`config.mk`:
```
export PLATFORM = sky130hd
export DESIGN_NAME = spc_port_cfg
export DESIGN_NICKNAME = d
export VERILOG_FILES = /design/src/rtl/spc_pkg.sv /design/src/rtl/spc_coll.sv /design/src/rtl/spc_port_cfg.sv
export SDC_FILE = /design/constraint.sdc
export NUM_CORES = 1
export LEC_CHECK = 0
export ABC_AREA = 1
export BUFFER_PORTS_ARGS = -buffer_cell sky130_fd_sc_hd__buf_2
export CORE_ASPECT_RATIO = 0.7
export CORE_UTILIZATION = 60
export CTS_CLUSTER_SIZE = 12
export DETAILED_ROUTE_END_ITERATION = 8
export PLACE_DENSITY = 0.85
export SLEW_MARGIN = 40
export SYNTH_ARGS = -nofsm -noshare
export SYNTH_HDL_FRONTEND = slang
export SYNTH_SLANG_ARGS = --single-unit
export TNS_END_PERCENT = 50
```
`constraint.sdc`:
```
create_clock -name mclk -period 8.4 [get_ports mclk]
set_clock_uncertainty 0.05 [all_clocks]
set_input_delay 1.68 -clock mclk [delete_from_list [all_inputs] [get_ports mclk]]
set_output_delay 1.68 -clock mclk [all_outputs]
set_load 0.01 [all_outputs]
```
`src/rtl/spc_pkg.sv`:
```
// Package of constants and carrier types for the switch port MAC settings block
// Summary of operation
// Auto speed advertises only the selected speeds
// Empty speed selection advertises all supported speeds
// Auto speed advertises configured pause capability
// Fixed speed applies configured pause directly
// Status shows whether received pause is obeyed
// Status shows whether pause frames are sent
// Auto mode pause follows last negotiation result
// Priority flow control pauses only selected priorities
// Priority flow control never advertised or negotiated
// Priority and ordinary pause never both active
// Maximum frame length 1518 to 10056, FCS included
// Default mode drops frame after 16 collisions
// Oversize received frames dropped and counted; the code forwards bytes up to the first one past the limit
package spc_pkg;

  ////////////////////////////////////////////////////////////////////////////
  // Widths
  localparam int SPC_AW        = 4;
  localparam int SPC_DW        = 32;
  localparam int SPC_SPD_W     = 6;
  localparam int SPC_PRIO_W    = 8;
  localparam int SPC_LEN_W     = 14;
  localparam int SPC_CNT_W     = 16;

  ////////////////////////////////////////////////////////////////////////////
  // Register offsets (byte addresses)
  localparam logic [SPC_AW-1:0] SPC_OFS_CTRL    = 4'h0;
  localparam logic [SPC_AW-1:0] SPC_OFS_ADV_SPD = 4'h4;
  localparam logic [SPC_AW-1:0] SPC_OFS_PRIO    = 4'h8;
  localparam logic [SPC_AW-1:0] SPC_OFS_MAXLEN  = 4'hc;
  localparam logic [SPC_AW-1:0] SPC_OFS_STATUS  = 4'h1;

  ////////////////////////////////////////////////////////////////////////////
  // Control register fields
  localparam int SPC_CTRL_AUTO  = 0;
  localparam int SPC_CTRL_FC    = 1;
  localparam int SPC_CTRL_PFC   = 2;
  localparam int SPC_CTRL_COLL  = 3;

  // Status register fields (read at the status word)
  localparam int SPC_ST_RX      = 0;
  localparam int SPC_ST_TX      = 1;
  localparam int SPC_ST_PFC     = 2;
  localparam int SPC_ST_AN      = 3;
  localparam int SPC_ST_OVR_LSB = 16;

  ////////////////////////////////////////////////////////////////////////////
  // Reset values and limits
  localparam logic [SPC_SPD_W-1:0] SPC_SPD_ALL    = 6'h3f;
  localparam logic [SPC_LEN_W-1:0] SPC_LEN_MIN    = 14'd1518;
  localparam logic [SPC_LEN_W-1:0] SPC_LEN_MAX    = 14'd10056;
  localparam logic [4:0]           SPC_COLL_LIMIT = 5'h10;

  ////////////////////////////////////////////////////////////////////////////
  // Carriers
  typedef struct packed {
    logic [7:0] data;
    logic       last;
  } spc_beat_t;

  typedef struct packed {
    logic auto_spd;
    logic fc_en;
    logic pfc_en;
    logic coll_retry;
  } spc_ctrl_t;

  typedef enum logic [1:0] {
    SPC_RX_IDLE = 2'b00,
    SPC_RX_PASS = 2'b01,
    SPC_RX_DROP = 2'b10
  } spc_rx_state_t;

endpackage

```
`src/rtl/spc_coll.sv`:
```
// Collision counter that abandons a half-duplex frame after the collision limit
`timescale 1ns/1ns
module spc_coll
  import spc_pkg::*;
#(
  parameter logic [4:0] LIMIT = SPC_COLL_LIMIT
) (
  // Clock and reset
  input  wire logic       mclk,
  input  wire logic       rst,
  // Transmit attempt
  input  wire logic       tx_start,
  input  wire logic       tx_col,
  input  wire logic       retry_mode,
  // Result
  output logic            tx_abandon,
  output logic [4:0]      col_cnt
);

  logic [4:0] cnt_reg;
  logic       abandon_reg;
  logic       hit_next;

  // The limit counts the collision just seen, so the 16th one abandons
  assign hit_next = tx_col && !retry_mode && (cnt_reg + 5'h01 == LIMIT);

  always_ff @(posedge mclk or posedge rst) begin
    if (rst) begin
      cnt_reg <= 5'h00;
    end else if (tx_start || hit_next) begin
      cnt_reg <= 5'h00;
    end else if (tx_col && cnt_reg != LIMIT) begin
      cnt_reg <= cnt_reg + 5'h01;
    end
  end

  always_ff @(posedge mclk or posedge rst) begin
    if (rst) begin
      abandon_reg <= 1'b0;
    end else begin
      abandon_reg <= hit_next;
    end
  end

  assign tx_abandon = abandon_reg;
  assign col_cnt    = cnt_reg;

  property p_coll_drop;
    @(posedge mclk) disable iff (rst)
      (tx_col && !tx_start && !retry_mode && cnt_reg == (LIMIT - 5'h01)) |=> tx_abandon && cnt_reg == 5'h00;
  endproperty
  a_coll_drop: assert property (p_coll_drop) else $error("frame not dropped at 16 collisions");

  property p_coll_early;
    @(posedge mclk) disable iff (rst)
      (cnt_reg < (LIMIT - 5'h01)) |=> !tx_abandon;
  endproperty
  a_coll_early: assert property (p_coll_early) else $error("frame dropped before 16 collisions");

endmodule

```
`src/rtl/spc_port_cfg.sv`:
```
// Per-port MAC settings: advertisement, pause resolution, frame length and collisions
`timescale 1ns/1ns
module spc_port_cfg
  import spc_pkg::*;
#(
  parameter logic [SPC_SPD_W-1:0] SUPPORTED = SPC_SPD_ALL
) (
  // Clock and reset
  input  wire logic                  mclk,
  input  wire logic                  rst,
  // Register port
  input  wire logic [SPC_AW-1:0]     reg_addr,
  input  wire logic [SPC_DW-1:0]     reg_wdata,
  input  wire logic                  reg_wr,
  input  wire logic                  reg_rd,
  output logic [SPC_DW-1:0]          reg_rdata,
  // Auto-negotiation
  output logic [SPC_SPD_W-1:0]       adv_speed,
  output logic                       adv_pause,
  input  wire logic                  an_done,
  input  wire logic                  lp_pause,
  // Active flow control
  output logic                       pause_rx_en,
  output logic                       pause_tx_en,
  output logic [SPC_PRIO_W-1:0]      pfc_prio_en,
  // Receive stream
  input  wire logic                  rx_valid,
  input  wire spc_beat_t             rx_beat,
  output logic                       fwd_valid,
  output spc_beat_t                  fwd_beat,
  output logic                       rx_oversize,
  // Transmit collisions
  input  wire logic                  tx_start,
  input  wire logic                  tx_col,
  output logic                       tx_abandon
);

  ////////////////////////////////////////////////////////////////////////////
  // Register storage
  spc_ctrl_t                ctrl_reg;
  logic [SPC_SPD_W-1:0]     adv_spd_reg;
  logic [SPC_PRIO_W-1:0]    prio_reg;
  logic [SPC_LEN_W-1:0]     maxlen_reg;
  logic [SPC_DW-1:0]        rdata_reg;
  logic                     an_ok_reg;
  logic                     an_rx_reg;
  logic                     an_tx_reg;
  logic [SPC_CNT_W-1:0]     ovr_cnt_reg;
  logic [SPC_LEN_W-1:0]     wlen;
  logic [SPC_LEN_W-1:0]     clamp_len;

  function automatic logic hit(input logic [SPC_AW-1:0] a, input logic [SPC_AW-1:0] ofs);
    hit = (a == ofs);
  endfunction

  // Out-of-range lengths are pinned to the nearest legal bound
  assign wlen      = reg_wdata[SPC_LEN_W-1:0];
  assign clamp_len = (reg_wdata[SPC_DW-1:SPC_LEN_W] != '0 || wlen > SPC_LEN_MAX) ? SPC_LEN_MAX :
                     (wlen < SPC_LEN_MIN) ? SPC_LEN_MIN : wlen;

  always_ff @(posedge mclk or posedge rst) begin
    if (rst) begin
      ctrl_reg <= '{auto_spd: 1'b1, fc_en: 1'b0, pfc_en: 1'b0, coll_retry: 1'b0};
    end else if (reg_wr && hit(reg_addr, SPC_OFS_CTRL)) begin
      ctrl_reg.auto_spd   <= reg_wdata[SPC_CTRL_AUTO];
      ctrl_reg.fc_en      <= reg_wdata[SPC_CTRL_FC];
      ctrl_reg.pfc_en     <= reg_wdata[SPC_CTRL_PFC];
      ctrl_reg.coll_retry <= reg_wdata[SPC_CTRL_COLL];
    end
  end

  always_ff @(posedge mclk or posedge rst) begin
    if (rst) begin
      adv_spd_reg <= '0;
    end else if (reg_wr && hit(reg_addr, SPC_OFS_ADV_SPD)) begin
      adv_spd_reg <= reg_wdata[SPC_SPD_W-1:0];
    end
  end

  always_ff @(posedge mclk or posedge rst) begin
    if (rst) begin
      prio_reg <= '0;
    end else if (reg_wr && hit(reg_addr, SPC_OFS_PRIO)) begin
      prio_reg <= reg_wdata[SPC_PRIO_W-1:0];
    end
  end

  always_ff @(posedge mclk or posedge rst) begin
    if (rst) begin
      maxlen_reg <= SPC_LEN_MIN;
    end else if (reg_wr && hit(reg_addr, SPC_OFS_MAXLEN)) begin
      maxlen_reg <= clamp_len;
    end
  end

  ////////////////////////////////////////////////////////////////////////////
  // Advertisement
  always_comb begin
    if (!ctrl_reg.auto_spd) begin
      adv_speed = '0;
    end else if (adv_spd_reg == '0) begin
      adv_speed = SUPPORTED;
    end else begin
      adv_speed = adv_spd_reg & SUPPORTED;
    end
  end

  // Priority flow control has no advertisement bit at all
  assign adv_pause = ctrl_reg.auto_spd && ctrl_reg.fc_en; // see

  ////////////////////////////////////////////////////////////////////////////
  // Negotiation result, latched on each completed exchange
  always_ff @(posedge mclk or posedge rst) begin
    if (rst) begin
      an_ok_reg <= 1'b0;
      an_rx_reg <= 1'b0;
      an_tx_reg <= 1'b0;
    end else if (an_done) begin
      an_ok_reg <= 1'b1;
      an_rx_reg <= adv_pause && lp_pause;
      an_tx_reg <= adv_pause && lp_pause;
    end
  end

  // Priority flow control wins, so the two schemes never overlap
  always_comb begin
    if (ctrl_reg.pfc_en) begin
      pause_rx_en = 1'b0;
      pause_tx_en = 1'b0;
    end else if (ctrl_reg.auto_spd) begin
      pause_rx_en = an_ok_reg && an_rx_reg;
      pause_tx_en = an_ok_reg && an_tx_reg;
    end else begin
      pause_rx_en = ctrl_reg.fc_en;
      pause_tx_en = ctrl_reg.fc_en;
    end
  end

  assign pfc_prio_en = ctrl_reg.pfc_en ? prio_reg : '0;

  ////////////////////////////////////////////////////////////////////////////
  // Receive length check
  spc_rx_state_t            rx_state_reg;
  spc_rx_state_t            rx_state_next;
  logic [SPC_LEN_W-1:0]     rx_len_reg;
  logic [SPC_LEN_W-1:0]     rx_len_next;
  logic                     over_now;
  logic                     fwd_valid_reg;
  spc_beat_t                fwd_beat_reg;
  logic                     ovr_reg;

  // Byte count of this beat, saturating just above the top legal length
  assign rx_len_next = (rx_state_reg == SPC_RX_IDLE) ? 14'd1 :
                       (rx_len_reg > SPC_LEN_MAX) ? rx_len_reg : rx_len_reg + 14'd1;
  assign over_now    = rx_valid && (rx_len_next > maxlen_reg);

  always_comb begin
    rx_state_next = rx_state_reg;
    if (rx_valid) begin
      unique case (rx_state_reg)
        SPC_RX_IDLE, SPC_RX_PASS: begin
          if (rx_beat.last) begin
            rx_state_next = SPC_RX_IDLE;
          end else if (over_now) begin
            rx_state_next = SPC_RX_DROP;
          end else begin
            rx_state_next = SPC_RX_PASS;
          end
        end
        SPC_RX_DROP: begin
          if (rx_beat.last) begin
            rx_state_next = SPC_RX_IDLE;
          end
        end
        default: begin
          rx_state_next = SPC_RX_IDLE;
        end
      endcase
    end
  end

  always_ff @(posedge mclk or posedge rst) begin
    if (rst) begin
      rx_state_reg <= SPC_RX_IDLE;
      rx_len_reg   <= '0;
    end else begin
      rx_state_reg <= rx_state_next;
      if (rx_valid) begin
        rx_len_reg <= rx_len_next;
      end
    end
  end

  // The frame is cut at the first byte past the limit; downstream sees an
  // aborted frame whose last beat carries the oversize flag
  always_ff @(posedge mclk or posedge rst) begin
    if (rst) begin
      fwd_valid_reg <= 1'b0;
      fwd_beat_reg  <= '0;
      ovr_reg       <= 1'b0;
    end else begin
      fwd_valid_reg <= 1'b0;
      ovr_reg       <= 1'b0;
      if (rx_valid && rx_state_reg != SPC_RX_DROP) begin
        fwd_valid_reg     <= 1'b1;
        fwd_beat_reg.data <= rx_beat.data;
        fwd_beat_reg.last <= rx_beat.last || over_now;
        ovr_reg           <= over_now;
      end
    end
  end

  always_ff @(posedge mclk or posedge rst) begin
    if (rst) begin
      ovr_cnt_reg <= '0;
    end else if (rx_valid && rx_state_reg != SPC_RX_DROP && over_now && ovr_cnt_reg != '1) begin
      ovr_cnt_reg <= ovr_cnt_reg + 16'h0001;
    end
  end

  assign fwd_valid   = fwd_valid_reg;
  assign fwd_beat    = fwd_beat_reg;
  assign rx_oversize = ovr_reg;

  ////////////////////////////////////////////////////////////////////////////
  // Collision handling
  spc_coll u_coll (
    .mclk       (mclk),
    .rst        (rst),
    .tx_start   (tx_start),
    .tx_col     (tx_col),
    .retry_mode (ctrl_reg.coll_retry),
    .tx_abandon (tx_abandon),
    .col_cnt    ()
  );

  ////////////////////////////////////////////////////////////////////////////
  // Read path
  logic [SPC_DW-1:0] status_word;

  assign status_word = {ovr_cnt_reg, 12'h000, an_ok_reg, ctrl_reg.pfc_en,
                        pause_tx_en, pause_rx_en}; // see

  always_ff @(posedge mclk or posedge rst) begin
    if (rst) begin
      rdata_reg <= '0;
    end else if (reg_rd) begin
      unique case (reg_addr)
        SPC_OFS_CTRL:    rdata_reg <= {28'h0000000, ctrl_reg.coll_retry, ctrl_reg.pfc_en,
                                       ctrl_reg.fc_en, ctrl_reg.auto_spd};
        SPC_OFS_ADV_SPD: rdata_reg <= {26'h0000000, adv_spd_reg};
        SPC_OFS_PRIO:    rdata_reg <= {24'h000000, prio_reg};
        SPC_OFS_MAXLEN:  rdata_reg <= {18'h00000, maxlen_reg};
        SPC_OFS_STATUS:  rdata_reg <= status_word;
        default:         rdata_reg <= '0;
      endcase
    end else begin
      rdata_reg <= '0;
    end
  end

  assign reg_rdata = rdata_reg;

  ////////////////////////////////////////////////////////////////////////////
  // Checks
  property p_adv_sel;
    @(posedge mclk) disable iff (rst)
      (ctrl_reg.auto_spd && adv_spd_reg != '0) |-> (adv_speed == (adv_spd_reg & SUPPORTED));
  endproperty
  a_adv_sel: assert property (p_adv_sel) else $error("advertised speeds differ from selection");

  property p_adv_all;
    @(posedge mclk) disable iff (rst)
      (ctrl_reg.auto_spd && adv_spd_reg == '0) |-> (adv_speed == SUPPORTED);
  endproperty
  a_adv_all: assert property (p_adv_all) else $error("empty selection must advertise all speeds");

  property p_adv_pause;
    @(posedge mclk) disable iff (rst)
      ctrl_reg.auto_spd |-> (adv_pause == ctrl_reg.fc_en);
  endproperty
  a_adv_pause: assert property (p_adv_pause) else $error("advertised pause differs from setting");

  property p_fixed_fc;
    @(posedge mclk) disable iff (rst)
      (!ctrl_reg.auto_spd && !ctrl_reg.pfc_en) |-> (pause_rx_en == ctrl_reg.fc_en && pause_tx_en == ctrl_reg.fc_en);
  endproperty
  a_fixed_fc: assert property (p_fixed_fc) else $error("fixed speed pause not from setting");

  property p_an_result;
    @(posedge mclk) disable iff (rst)
      (an_done && adv_pause && !lp_pause) ##1 (ctrl_reg.auto_spd && !an_done) |-> !pause_rx_en && !pause_tx_en;
  endproperty
  a_an_result: assert property (p_an_result) else $error("pause active against negotiation result");

  property p_exclusive;
    @(posedge mclk) disable iff (rst)
      (pfc_prio_en != '0) |-> !pause_rx_en && !pause_tx_en;
  endproperty
  a_exclusive: assert property (p_exclusive) else $error("priority and ordinary pause both active");

  property p_status;
    @(posedge mclk) disable iff (rst)
      (reg_rd && reg_addr == SPC_OFS_STATUS) |=> (reg_rdata[SPC_ST_RX] == $past(pause_rx_en) &&
                                         reg_rdata[SPC_ST_TX] == $past(pause_tx_en));
  endproperty
  a_status: assert property (p_status) else $error("status does not show active pause"); // see

  property p_maxlen;
    @(posedge mclk) disable iff (rst)
      maxlen_reg >= SPC_LEN_MIN && maxlen_reg <= SPC_LEN_MAX;
  endproperty
  a_maxlen: assert property (p_maxlen) else $error("maximum frame length out of range");

  property p_oversize;
    @(posedge mclk) disable iff (rst)
      (rx_valid && rx_state_reg == SPC_RX_DROP) |=> !fwd_valid;
  endproperty
  a_oversize: assert property (p_oversize) else $error("oversize frame bytes forwarded");

endmodule
```
==> results of run 1 <==
-- report_power, final --
group	internal (mW)	switching, mW
combinational	0.0604	0.116
clock	0.530	0.268
sequential	0.584	0.0313
total	1.17	0.415
-- final cells by class --
cell class / instances / area share
inverters: 120 / 0.0599
repair buffers: 113 / 0.0754
well taps: 128 / 0.0211
clock buffers: 17 / 0.0561
clock inverters: 15 / 0.0307
flip-flops and latches: 113 / 0.375
multi-input cells: 574 / 0.382
-- cell usage after synthesis, types with 2 or more instances --
master / instances
buf_2: 6
nand3_2: 2
and3_1: 2
xnor2_1: 3
nand3b_1: 4
nand3_1: 58
clkbuf_1: 6
or2_2: 3
xor2_1: 22
nor2_2: 4
inv_1: 117
nor2_1: 50
nor3_1: 32
nor2_4: 3
a21oi_1: 33
nor4_1: 2
dfrtp_1: 104
o21ai_2: 5
nand2_4: 2
nand2_1: 259
ha_1: 20
buf_6: 3
nand4_1: 17
buf_4: 4
buf_1: 4
a31oi_1: 2
nand2_2: 4
dfstp_2: 9
o21ai_0: 30
o22ai_1: 8
-- final timing paths --
path | start | endpoint | slack [ps] | depth (start not counted)
hold / removal | fwd_beat[1]$_DFFE_PP0P_ | fwd_beat[1]$_DFFE_PP0P_ | 430 | 2
hold reg to reg | fwd_beat[1]$_DFFE_PP0P_ | fwd_beat[1]$_DFFE_PP0P_ | 430 | 2
max in group asynchronous | rst | adv_spd_reg[2]$_DFFE_PP0P_ | 6040 | 3
min in group asynchronous | rst | u_coll.col_cnt[3]$_DFFE_PP0P_ | 1220 | 2
setup reg to reg | rx_len_reg[0]$_DFFE_PP0P_ | ovr_cnt_reg[1]$_DFFE_PP0P_ | 4770 | 17
setup / recovery | rx_len_reg[0]$_DFFE_PP0P_ | ovr_cnt_reg[1]$_DFFE_PP0P_ | 4770 | 17
-- worst max-delay path, stage by stage (launching register included) --
cell and delay (ps):
dfrtp_1 420, inv_1 100, ha_1 140, nand3_1 70, nor2_1 100, nand3_1 350, nand2_2 380, nand2_1 110
a21oi_1 220, ha_1 280, nand2_1 110, inv_1 80, nand3_1 100, nor2_1 60, nor2_1 220, nand4_2 440
nand2_1 220, nand2_1 70
-- kinds of logic after synthesis --
family                     synth area share
and+or+nand+nor                       0.314
buffers and inverters                0.0923
adders and majority gates            0.0396
AOI/OAI and AO/OA                    0.0695
DFF                                   0.450
xor gates and xnor gates             0.0347
other                              0.000594
-- routing by layer --
layer	routed length [um]	track usage
met5	0	0
met2	7150	0.488
met1	7320	0.431
met4	270	0.110
met3	1310	0.0629
-- metrics by stage --
stage               hold WS [ps]  setup slack [ps]  instance area (um^2)  cells
floorplan                    391              3700                  6320    830
global placement             410              4950                  6920   1048
detailed placement           408              4810                  6920   1048
CTS                          431              4870                  7580   1080
global route                 449              4560                  7580   1080
finish                       428              4770                  7580   1080
==> results.cfg, run 1 <==
[critical_path]
worstPathArrival_ps = 3880
critical_path_class = flip-flop to flip-flop
critPathLaunchType = flip-flop
cp_max_fo = 16
worstSetupEndpointType = flip-flop
crit_required_ps = 8650

[clock_network]
clk_pin_slew_ps = 60
cts.htree.levels = 4
numCtsBuffers = 17
postCtsSetupBuffers = 0
cts_resized = 0
ctsHoldBuffers = 0
worstSkewPairLatency_ps = 420
clock_path_buffers = 2
clkSinkCount = 113
cts_root_buf = clkbuf_16
cts_tree = yes

[finish]
fin_nets = 1013
filler_cell_count = 679
area_growth_syn_to_layout_pct = 20.0
fin_util = 0.762
multi_input_area_um2 = 2900
antenna_cells = 0
largest_reg_flops = 30
regArea_um2 = 2840
final_cell_mix = nand2_1, inv_1, buf_2
layout_commonest_cell = nand2_1
drive_gt1_frac = 0.194

[floorplanning]
die_w_um = 125
io_pins = 115
dieArea_um2 = 10900
coreArea_um2 = 9950
initial_core_util = 0.635
num_rows = 30
die_h_um = 87.8

[pwr]
leakagePower_nw = 4.15
power.density_nw_per_um2 = 210
ir_worst_vdd_uv = 150
totalPowerFinal_mw = 1.59

[sta]
report.final.slew_viol_count = 0
post-route-period-util = 0.432
rsz0062_at_grt = false
fin_crit_ps = 3630
maxSlewHeadroom = 0.443
tns_ps = 0
tightest_slew_ps = 833
setup_violations = 0
hold_viol_final = 0
fmax_mhz = 276

[yosys]
synth_top_area_share = 0.412
synth_area_leader_cell = dfrtp_1
synthFlopType = dfrtp_1
ys_types = 41
syn_area_um2 = 6310
synth.area.top_cells = dfrtp_1, nand2_1, inv_1
synth-edff-count = 0
yosysSeqAreaShare = 0.450
synth_cells = 829
yosys_warnings = 0
ys_ff_latch = 113
synthesis.area_per_instance_um2 = 7.62
synthArstFlopShare = 1.00

[flow_run]
drv_cap = 0

[drt]
drt_iter0_drc = 619
vias = 5939
wl_per_cell_um = 14.9
wirelength_um = 16100
ant_nets = 0
via_per_inst = 5.50
first_pass_iters = 6
remaining_drc_errors = 0

[grt]
grt_overflow = 0
grtUsageTotal = 0.309
grt_max_degree = 82
grt_pass1_wl_um = 26400
grt_antenna_before_repair = 0
grt_pass1_vias = 5403

[placed_design]
dp_hpwl_um = 11000
gp_congestion = 0.916
place.port_buffers = 112

[min_path]
hold_path_class = flip-flop to flip-flop

[outcome]
outcome = finished, final reports clean
(Power assumes the default switching activity.)
==> run 2, diff against run 1 <==
CORE_UTILIZATION = 56   (was 60)
PLACE_DENSITY = 0.8   (was 0.85)
clock period = 3.4 ns   (was 8.4 ns; I/O delays follow)
==> run 2 against run 1 <==
  * Final area rose by 0.71%
  * Clock power rose by 120%
  * Non-clock buffer count rose by 9
  * Critical path type unchanged
  * Die area rose by 7.0%
==> results.cfg, run 2 (same netlist as run 1, synthesis figures left out) <==
[pwr]
power.density_nw_per_um2 = 489
p_seq_frac = 0.408
ir_worst_vdd_uv = 339
swShare = 0.276
p_switching_mw = 1.03
leakagePower_nw = 4.15
power_frac_comb = 0.116
p_int_mw = 2.70
p_clk_frac = 0.476

[finish]
multi_input_area_um2 = 2900
largest_reg_flops = 30
layout_commonest_cell = nand2_1
final_cell_mix = nand2_1, inv_1, buf_2
area_growth_syn_to_layout_pct = 20.9
antenna_cells = 0
drive_gt1_frac = 0.202
regArea_um2 = 2840
fin_cells = 1114
filler_cell_count = 885
fin_nets = 1022

[drt]
vias = 5916
remaining_drc_errors = 0
wl_per_cell_um = 14.3
ant_nets = 0
wirelength_um = 16000
first_pass_iters = 9
drt_iter0_drc = 701
via_per_inst = 5.31

[clock_network]
numCtsBuffers = 17
cts_tree = yes
worstSkewPairLatency_ps = 410
cts.htree.levels = 4
ctsHoldBuffers = 0
clk_pin_slew_ps = 60
cts_root_buf = clkbuf_16
clkSinkCount = 113
clock_path_buffers = 2

[critical_path]
cp_max_fo = 16
cpPeakStageDelay_ps = 450
regToRegSetupSlack_ps = 250
crit_chain = nand2_2 > nor2_1 > a21oi_2 > nand2_2 > nand2_2 > nand2_1 > a21oi_1 > ha_1 > nand2_1 > nor2_1 > nand3_1 > nor2_1 > nor2_1 > nand3_2 > nor2_4 > buf_12 > nand2_1 > nand2_1
crit_required_ps = 3710
critPathLaunchType = flip-flop
critical_path_class = flip-flop to flip-flop
worstPathArrival_ps = 3460
slowest_stage = dfrtp_1
worstSetupEndpointType = flip-flop

[sta]
tns_ps = 0
report.final.slew_viol_count = 0
hold_viol_final = 0
setup_violations = 0
post-route-period-util = 0.927
maxSlewHeadroom = 0.573
rsz0062_at_grt = false
fin_crit_ps = 3150
fmax_mhz = 317
tightest_slew_ps = 638

[floorplanning]
initial_core_util = 0.574
die_w_um = 129
die_h_um = 90.8
coreArea_um2 = 11000
io_pins = 115
num_rows = 32
dieArea_um2 = 11700

[min_path]
hold_path_class = input pin to async pin

[placed_design]
gp_congestion = 0.946
dp_hpwl_um = 11300
place.port_buffers = 112
dp.cells = 1081

[grt]
grt_antenna_before_repair = 0
grt_pass1_vias = 5550
grtUsageTotal = 0.292
grt_pass1_wl_um = 26400
grt_max_degree = 61
grt_overflow = 0

[outcome]
outcome = finished, final reports clean

[flow_run]
drv_cap = 0
==> run 2: timing repair <==
action / in CTS / in global routing
endpoints found under the hold margin: 0 / 0
setup buffers: 0 / 1
endpoints found under the setup margin: 0 / 16
gates resized for setup: 0 / 0
==> run 2: final cells by class <==
| cell class | count | area share |
|---|---|---|
| tap | 153 | 0.0251 |
| clock inverter | 14 | 0.0198 |
| multi-input combinational | 574 | 0.379 |
| sequential | 113 | 0.372 |
| timing repair buffer | 122 | 0.0865 |
| clock buffer | 18 | 0.0575 |
| inverter | 120 | 0.0597 |
==> run 2: power by group through the flow <==
stage / sequential (mW) / combinational [mW] / clock, mW
2_1_floorplan: 1.52 / 0.277 / 0
3_3_place_gp: 1.54 / 0.418 / 0
3_5_place_dp: 1.54 / 0.426 / 0
4_1_cts: 1.52 / 0.433 / 1.79
5_1_grt: 1.53 / 0.495 / 1.85
6_report: 1.52 / 0.433 / 1.78
==> run 2: per-stage QoR <==
stage          hold slack [ps]  setup slack, ps  power, mW  instance area [um^2]  utilization
3_3_place_gp               408              363       1.95                  7020        0.638
5_1_grt                    225             9.45       3.87                  7630        0.693
3_5_place_dp               410              204       1.96                  7020        0.638
6_report                   199              248       3.73                  7630        0.693
4_1_cts                    208              166       3.74                  7610        0.691
2_1_floorplan              391              824       1.79                  6320            -
==> run 2: final timing paths <==
kind | start | endpoint | depth (start not counted)
max | rx_len_reg[9]$_DFFE_PP0P_ | ovr_cnt_reg[10]$_DFFE_PP0P_ | 18
min reg2reg | fwd_beat[6]$_DFFE_PP0P_ | fwd_beat[6]$_DFFE_PP0P_ | 2
min in group mclk | rx_beat[8] | fwd_beat[8]$_DFFE_PP0P_ | 3
min | rst | reg_rdata[8]$_DFF_PP0_ | 2
max in group asynchronous | rst | rx_len_reg[9]$_DFFE_PP0P_ | 3
max reg2reg | rx_len_reg[9]$_DFFE_PP0P_ | ovr_cnt_reg[10]$_DFFE_PP0P_ | 18
==> run 2: worst max-delay path, delay by kind of cell (launching register included) <==
family	cells	cell delay (ps)
buffers and inverters	1	150
AOI/OAI and AO/OA	2	410
DFF	1	450
adders and majority gates	1	300
and+or+nand+nor	14	1730
==> run 2: metal layers <==
metal,global-route usage,part of all wire,wire [um]
met2,0.433,0.43,6910
met4,0.0882,0.012,192
met3,0.0752,0.085,1350
met5,0,0,0
met1,0.418,0.47,7530
